File: config.mk
export PLATFORM = sky130hd
export DESIGN_NAME = lane_fifo_alarm_and_timing_trim_regs
export DESIGN_NICKNAME = d
export VERILOG_FILES = /design/src/lane_fifo_alarm_and_timing_trim_regs.v
export VERILOG_INCLUDE_DIRS = /design/src
export SDC_FILE = /design/constraint.sdc
export NUM_CORES = 1
export LEC_CHECK = 0
export BUFFER_PORTS_ARGS = -buffer_cell sky130_fd_sc_hd__buf_2
export CAP_MARGIN = 40
export CORE_UTILIZATION = 50
export DETAILED_ROUTE_END_ITERATION = 10
export GPL_ROUTABILITY_DRIVEN = 1
export PLACE_DENSITY = 0.78
export SLEW_MARGIN = 20
export SYNTH_ARGS = -nofsm -noshare
export SYNTH_HDL_FRONTEND = slang
export SYNTH_SLANG_ARGS = --single-unit
File: constraint.sdc
create_clock -name sys_clk -period 4.05 [get_ports sys_clk]
set_input_delay 0.81 -clock sys_clk [delete_from_list [all_inputs] [get_ports sys_clk]]
set_output_delay 0.81 -clock sys_clk [all_outputs]
set_load 0.01 [all_outputs]
File: src/lane_alarm_trim_defines.vh
`ifndef LANE_ALARM_TRIM_DEFINES_VH
`define LANE_ALARM_TRIM_DEFINES_VH

// Register indices as printed; byte address is four times the index
`define IDX_LANE_FIFO_ERROR_FLAGS 12'h2c4
`define IDX_EVENT_STATUS 12'h2c1
`define IDX_EVENT_MASK 12'h2c2
`define IDX_CORE_A_DUAL_TRIM 12'h310
`define IDX_CORE_B_DUAL_TRIM 12'h313
`define IDX_CORE_A_SGL_IN1_TRIM 12'h314
`define IDX_CORE_B_SGL_IN1_TRIM 12'h315
`define IDX_CORE_A_SGL_IN2_TRIM 12'h31a
`define IDX_MODE_CTRL 12'h3f0
`define IDX_IRQ_STATUS 12'h3f4
`define IDX_IRQ_ENABLE 12'h3f5
`define IDX_IRQ_CLEAR 12'h3f6

`define LANE_COUNT 16
`define LANE_FLAGS_RESET 16'hffff
`define SUMMARY_BIT 5
`define SUMMARY_RESET 1'h1
`define SUMMARY_MASK_RESET 1'h1
`define TRIM_WIDTH 8
`define TRIM_COUNT 5

// Mode control fields
`define MODE_SINGLE_BIT 0
`define MODE_FGCAL_BIT 1
`define MODE_INPUT_TWO_BIT 2

// Interrupt status layout
`define IRQ_LANE_EVENT_BIT 0
`define IRQ_GLOBAL_ALARM_BIT 1
`define IRQ_WIDTH 2

`endif

File: src/lane_fifo_alarm_and_timing_trim_regs.v
// Our own choice: register access over Wishbone.
`timescale 1ns/1ns
`include "lane_alarm_trim_defines.vh"

module lane_fifo_alarm_and_timing_trim_regs (
  input wire sys_clk,
  input wire rst_n,
  input wire wb_cyc_i,
  input wire wb_stb_i,
  input wire wb_we_i,
  input wire [13:0] wb_adr_i,
  input wire [3:0] wb_sel_i,
  input wire [31:0] wb_dat_i,
  output reg [31:0] wb_dat_o,
  output reg wb_ack_o,
  input wire [15:0] laneFifoFault,
  input wire [7:0] fuseCoreADual,
  input wire [7:0] fuseCoreBDual,
  input wire [7:0] fuseCoreASingleIn1,
  input wire [7:0] fuseCoreBSingleIn1,
  input wire [7:0] fuseCoreASingleIn2,
  output reg [7:0] coreATrim,
  output reg [7:0] coreBTrim,
  output reg globalAlarm,
  output reg irq
);

  localparam LOAD_FUSE = 1'b0;
  localparam RUN = 1'b1;

  function [7:0] pickTrim;
    input [7:0] sel;
    input [7:0] alt;
    input useSel;
    begin
      pickTrim = useSel ? sel : alt;
    end
  endfunction

  // Fault inputs come from the lane clock domain
  reg [15:0] faultMeta_reg;
  reg [15:0] faultSync2_reg;
  reg [15:0] faultSync3_reg;
  reg [15:0] faultLevel_reg;
  reg [15:0] laneFlags_reg;
  reg [15:0] laneFlags_next;
  reg summary_reg;
  reg summary_next;
  reg summaryMask_reg;
  reg [5:0] statusOther_reg;
  reg [5:0] maskOther_reg;
  reg [7:0] trimADual_reg;
  reg [7:0] trimBDual_reg;
  reg [7:0] trimASgl1_reg;
  reg [7:0] trimBSgl1_reg;
  reg [7:0] trimASgl2_reg;
  reg [2:0] modeCtrl_reg;
  reg [1:0] irqStatus_reg;
  reg [1:0] irqStatus_next;
  reg [1:0] irqEnable_reg;
  reg state_reg;
  reg [31:0] readData;
  reg globalPrev_reg;

  wire [11:0] regIdx = wb_adr_i[13:2];
  wire access = wb_cyc_i & wb_stb_i & ~wb_ack_o;
  wire wrLo = access & wb_we_i & wb_sel_i[0];
  wire wrHi = access & wb_we_i & wb_sel_i[1];
  wire wrLane = regIdx == `IDX_LANE_FIFO_ERROR_FLAGS;
  wire wrStatus = wrLo & (regIdx == `IDX_EVENT_STATUS);
  wire summaryClr = wrStatus & wb_dat_i[`SUMMARY_BIT];
  wire [15:0] laneClr = {{8{wrHi & wrLane}}, {8{wrLo & wrLane}}} & wb_dat_i[15:0];
  wire [15:0] faultAgreed = ~(faultSync2_reg ^ faultSync3_reg);
  wire [15:0] faultNow = (faultAgreed & faultSync3_reg) | (~faultAgreed & faultLevel_reg);
  wire laneEvent = |faultNow;
  wire globalNow = (summary_reg & ~summaryMask_reg) | |(statusOther_reg & ~maskOther_reg);

  always @(posedge sys_clk) begin
    faultMeta_reg <= laneFifoFault;
    faultSync2_reg <= faultMeta_reg;
    faultSync3_reg <= faultSync2_reg;
    if (!rst_n) begin
      faultLevel_reg <= 16'h0000;
    end else begin
      faultLevel_reg <= faultNow;
    end
  end

  always @* begin
    // Clears apply first so a live fault re-sets the flag in the same edge
    laneFlags_next = laneFlags_reg & ~laneClr;
    if (summaryClr) begin
      laneFlags_next = 16'h0000;
    end
    laneFlags_next = laneFlags_next | faultNow;
    summary_next = (summary_reg & ~summaryClr) | laneEvent;
    irqStatus_next = irqStatus_reg;
    if (access & wb_we_i & wb_sel_i[0] & (regIdx == `IDX_IRQ_CLEAR)) begin
      irqStatus_next = irqStatus_reg & ~wb_dat_i[1:0];
    end
    irqStatus_next[`IRQ_LANE_EVENT_BIT] = irqStatus_next[`IRQ_LANE_EVENT_BIT] | laneEvent;
    irqStatus_next[`IRQ_GLOBAL_ALARM_BIT] = irqStatus_next[`IRQ_GLOBAL_ALARM_BIT] |
      (globalNow & ~globalPrev_reg);
  end

  always @(posedge sys_clk) begin
    if (!rst_n) begin
      laneFlags_reg <= `LANE_FLAGS_RESET;
      summary_reg <= `SUMMARY_RESET;
      statusOther_reg <= 6'h1f;
      summaryMask_reg <= `SUMMARY_MASK_RESET;
      maskOther_reg <= 6'h1f;
      irqStatus_reg <= 2'h0;
      irqEnable_reg <= 2'h0;
      modeCtrl_reg <= 3'h0;
      globalPrev_reg <= 1'b0;
      state_reg <= LOAD_FUSE;
      trimADual_reg <= 8'h00;
      trimBDual_reg <= 8'h00;
      trimASgl1_reg <= 8'h00;
      trimBSgl1_reg <= 8'h00;
      trimASgl2_reg <= 8'h00;
    end else begin
      laneFlags_reg <= laneFlags_next;
      summary_reg <= summary_next;
      irqStatus_reg <= irqStatus_next;
      globalPrev_reg <= globalNow;
      if (wrStatus) begin
        // Other alarm sources live elsewhere; only their clear is kept here
        statusOther_reg <= statusOther_reg & ~{1'b0, wb_dat_i[4:0]};
      end
      case (state_reg)
        LOAD_FUSE: begin
          // Fuse values captured on the first edge after reset release
          trimADual_reg <= fuseCoreADual;
          trimBDual_reg <= fuseCoreBDual;
          trimASgl1_reg <= fuseCoreASingleIn1;
          trimBSgl1_reg <= fuseCoreBSingleIn1;
          trimASgl2_reg <= fuseCoreASingleIn2;
          state_reg <= RUN;
        end
        RUN: begin
          if (wrLo) begin
            case (regIdx)
              `IDX_CORE_A_DUAL_TRIM: trimADual_reg <= wb_dat_i[7:0];
              `IDX_CORE_B_DUAL_TRIM: trimBDual_reg <= wb_dat_i[7:0];
              `IDX_CORE_A_SGL_IN1_TRIM: trimASgl1_reg <= wb_dat_i[7:0];
              `IDX_CORE_B_SGL_IN1_TRIM: trimBSgl1_reg <= wb_dat_i[7:0];
              `IDX_CORE_A_SGL_IN2_TRIM: trimASgl2_reg <= wb_dat_i[7:0];
              `IDX_EVENT_MASK: begin
                summaryMask_reg <= wb_dat_i[`SUMMARY_BIT];
                maskOther_reg <= {1'b0, wb_dat_i[4:0]};
              end
              `IDX_MODE_CTRL: modeCtrl_reg <= wb_dat_i[2:0];
              `IDX_IRQ_ENABLE: irqEnable_reg <= wb_dat_i[1:0];
              default: begin
              end
            endcase
          end
        end
        default: state_reg <= LOAD_FUSE;
      endcase
    end
  end

  always @* begin
    readData = 32'h00000000;
    case (regIdx)
      `IDX_LANE_FIFO_ERROR_FLAGS: readData[15:0] = laneFlags_reg;
      `IDX_EVENT_STATUS: readData[5:0] = {summary_reg, statusOther_reg[4:0]};
      `IDX_EVENT_MASK: readData[5:0] = {summaryMask_reg, maskOther_reg[4:0]};
      `IDX_CORE_A_DUAL_TRIM: readData[7:0] = trimADual_reg;
      `IDX_CORE_B_DUAL_TRIM: readData[7:0] = trimBDual_reg;
      `IDX_CORE_A_SGL_IN1_TRIM: readData[7:0] = trimASgl1_reg;
      `IDX_CORE_B_SGL_IN1_TRIM: readData[7:0] = trimBSgl1_reg;
      `IDX_CORE_A_SGL_IN2_TRIM: readData[7:0] = trimASgl2_reg;
      `IDX_MODE_CTRL: readData[2:0] = modeCtrl_reg;
      `IDX_IRQ_STATUS: readData[1:0] = irqStatus_reg;
      `IDX_IRQ_ENABLE: readData[1:0] = irqEnable_reg;
      default: readData = 32'h00000000;
    endcase
  end

  // Every access is acknowledged one cycle later; unmapped reads return zero
  always @(posedge sys_clk) begin
    if (!rst_n) begin
      wb_ack_o <= 1'b0;
      wb_dat_o <= 32'h00000000;
      coreATrim <= 8'h00;
      coreBTrim <= 8'h00;
      globalAlarm <= 1'b0;
      irq <= 1'b0;
    end else begin
      wb_ack_o <= access;
      wb_dat_o <= access ? readData : 32'h00000000;
      // Dual mode uses the dual trims; single mode picks by input and cal
      if (!modeCtrl_reg[`MODE_SINGLE_BIT]) begin
        coreATrim <= trimADual_reg;
        coreBTrim <= trimBDual_reg;
      end else if (modeCtrl_reg[`MODE_INPUT_TWO_BIT]) begin
        coreATrim <= trimASgl2_reg;
        coreBTrim <= trimBDual_reg;
      end else begin
        coreATrim <= pickTrim(trimASgl1_reg, trimADual_reg,
          modeCtrl_reg[`MODE_FGCAL_BIT]);
        coreBTrim <= pickTrim(trimBSgl1_reg, trimBDual_reg,
          modeCtrl_reg[`MODE_FGCAL_BIT]);
      end
      globalAlarm <= globalNow;
      irq <= |(irqStatus_next & irqEnable_reg);
    end
  end

endmodule // lane_fifo_alarm_and_timing_trim_regs

==> summary.md <==
| Metric | Value |
|---|---|
| Leakage | `3.27 nW` |
| R2r startpoint | `wb_ack_o$_SDFF_PN0_` |
| Worst Setup Path Type | `input port to flip-flop` |
| Remaining antenna violation count after routing | `0` |
| Largest net degree at the start of global routing | `approximately 80` |
| Final worst-path cycle share | `0.687` |
| Design Power | `around 3.7 mW` |
| Die H | `approximately 120 um` |
| First-pass GRT wire length | `roughly 27000 um` |
| Synth warn | `0` |
| Mapped Cells | `722` |
| R2R setup slack | `approximately 1.8 ns` |
| Setup TNS | `0 ns` |
| Share of synthesized registers carrying an async set or reset | `0` |
| Post-synth EDFFs | `0` |
| Critical path launch point | `wb_adr_i[7]` |
| Ranking of synthesized cells by area | `dfxtp_1 53%, nand2_1 7.7%, o21ai_0 4.6%` |
| Rows | `41` |
| CTS tree | `done` |
| Initial DRC Count | `roughly 560` |
| CP Capture Type | `flip-flop` |
| Most used DFF post-synth | `dfxtp_1` |
| Worst vdd ir | `323 uV` |
| Maximum clock rate | `359 MHz` |
| Data arrival time of the worst path | `~3.1 ns` |
| Worst Path Max Fanout | `16` |
| Final count of negative-setup-slack endpoints | `0` |
| Layout cell share with drive strength beyond 1 | `0.208` |
| Clock sink count | `~180` |
| Syn Std Cell Area | `6620 sq um` |
| Htree depth | `4` |
| Relative slew slack | `0.500` |
| Worst skew pair latency | `about 0.43 ns` |
| Initial Util | `0.518` |
| Drt wl/cell | `roughly 18 um` |
| GR Util All Layers | `0.271` |
| Fin crit period | `around 2.8 ns` |
| Cts bufs inserted | `17` |
| Fin. Hold Viols | `0` |
| Core area | `12800 sq um` |
| Ant diodes | `0` |
| Remaining DRCs | `0` |
| #FFs+latches synth | `around 180` |
| Vias in the first global route | `slightly above 5000` |
| Pwr dens | `about 470 nW/um^2` |
| Setup Fix Bufs, Post-CTS | `0` |
| FF-to-FF path depth | `5` |
| Port bufs | `roughly 130` |
| Max-cap violations | `0` |
| Share of the synthesized area in the top cell type | `0.529` |
| Clock tree buffer depth | `2` |
| Hold Path Class | `flip-flop to flip-flop` |
| Grt ovf | `0` |
| M1 WL | `approximately 7600 um` |
| DR vias | `roughly 5700` |
| Slew Viols, Final | `0` |
| Drt via density | `between 5 and 6` |
| Setup crit start kind | `input port` |
| Largest area contributor in the netlist | `dfxtp_1` |
| Final nets | `about 940` |
| Synth cell types | `53` |
| Global placement routability congestion | `0.938` |
| Met2 wire len | `8140 um` |
| Critical path destination | `laneFlags_reg[14]$_SDFF_PN1_` |
| Slew @ Worst Pin | `~0.74 ns` |
| Max Used Layer | `met4` |
| Worst Path Required | `4.37 ns` |
| Die width | `about 120 um` |
| Seq/Total Area, Yosys | `0.529` |
| Dpl hpwl | `about 12000 um` |
| CTS root buffer | `clkbuf_16` |
| Boundary pin count | `~160` |
| CTS resizes | `0` |
| Die area | `between 10000 and 15000 sq um` |
| Clk slew on worst S/H paths | `about 0.070 ns` |
| Clk_skew | `roughly 0.0083 ns` |
| # hold bufs at CTS | `0` |
| Top-count cell post-synth | `dfxtp_1` |
| Initial antenna violation count | `0` |
| Avg Inst Size Synth | `between 9 and 10 sq um` |
| Wire length on met3 | `approximately 1700 um` |
| Post-Route WL | `~18000 um` |
| R2R Path End | `laneFlags_reg[14]$_SDFF_PN1_` |
| Top cells by count, synth | `175 x dfxtp_1, 135 x nand2_1, 61 x o21ai_0, 41 x a31oi_1, 39 x clkbuf_1` |
| Status | `complete, no violations` |
| Area delta synth->final | `19.0%` |
| 1st-pass router iterations | `5` |
| RSZ-0062 raised after global routing | `no` |
cells by family after synthesis:
group / Yosys count / share of synthesized area
adders and majority gates: 16 / 0.0242
buffers and inverters: 78 / 0.0572
other: 1 / 0.000566
DFF: 175 / 0.529
AOI/OAI and AO/OA: 185 / 0.179
and+or+nand+nor: 245 / 0.176
muxes: 22 / 0.0333
metrics by stage:
| step | hold WS (ns) | area, sq um | util | setup WS [ns] | std cells |
|---|---|---|---|---|---|
| 3_5_place_dp | 0.313 | 7260 | 0.569 | 0.847 | 979 |
| 2_1_floorplan | 0.310 | 6680 | - | 1.58 | 737 |
| 5_1_grt | 0.334 | 7880 | 0.617 | 1.18 | 1013 |
| 6_report | 0.327 | 7880 | 0.617 | 1.27 | 1013 |
| 4_1_cts | 0.329 | 7870 | 0.616 | 1.31 | 1011 |
| 3_3_place_gp | 0.310 | 7260 | 0.568 | 0.919 | 978 |
cell usage in the layout, fill, tap and decap left out, drive strengths merged, types with 2 or more instances in the layout:
cell type / n
o31ai: 2
buf: 136
nor2b: 7
dfxtp: 175
and4: 3
nor2: 26
inv: 20
nor3: 6
clkbuf: 19
maj3: 16
a2111oi: 2
a311o: 15
o21ai: 61
nand2: 135
nor4b: 2
a22o: 5
or3: 2
o22ai: 3
a222oi: 3
a22oi: 15
conb: 16
and2: 17
mux2i: 22
a31oi: 41
and3: 15
nor4bb: 4
nand3: 17
clkinv: 6
nor4: 7
o221ai: 2
a21oi: 24
layout make-up:
class / instances / area [sq um]
flip-flops and latches: 175 / 3500
clock inverters: 14 / 166
inverters: 13 / 48.8
fillers: 1122 / 4890
clock buffers: 18 / 439
multi-input cells: 484 / 2800
repair buffers: 137 / 711
well taps: 172 / 215
how the worst min path moves through the flow:
| stage | endpoint | slack [ns] | startpoint | cells past startpoint |
|---|---|---|---|---|
| 6_report | faultSync2_reg[5]$_DFF_P_ | 0.33 | faultMeta_reg[5]$_DFF_P_ | 0 |
| 3_3_place_gp | faultSync2_reg[5]$_DFF_P_ | 0.31 | faultMeta_reg[5]$_DFF_P_ | 0 |
| 5_1_grt | faultSync2_reg[15]$_DFF_P_ | 0.33 | faultMeta_reg[15]$_DFF_P_ | 0 |
| 3_5_place_dp | faultSync2_reg[4]$_DFF_P_ | 0.31 | faultMeta_reg[4]$_DFF_P_ | 0 |
| 4_1_cts | faultSync2_reg[4]$_DFF_P_ | 0.33 | faultMeta_reg[4]$_DFF_P_ | 0 |
| 2_1_floorplan | faultSync2_reg[0]$_DFF_P_ | 0.31 | faultMeta_reg[0]$_DFF_P_ | 0 |
power breakdown:
part           switching, mW  internal (mW)
logic                  0.141         0.0937
registers             0.0442           1.79
clock network          0.773          0.850
total                  0.958           2.73
metal layers:
layer | track usage | vias to the layer above
met5 | 0 | -
met4 | 0.118 | 0
met3 | 0.0819 | 49
met2 | 0.425 | 286
met1 | 0.345 | 2659
li1 | - | 2750
worst max-delay path: stages:
cell	delay [ns]
buf_2	0.11
nor4b_1	0.67
and4_1	0.27
buf_4	0.18
nand3_1	0.53
a311o_1	0.52
Note: power is estimated with default switching activity, not from simulation.
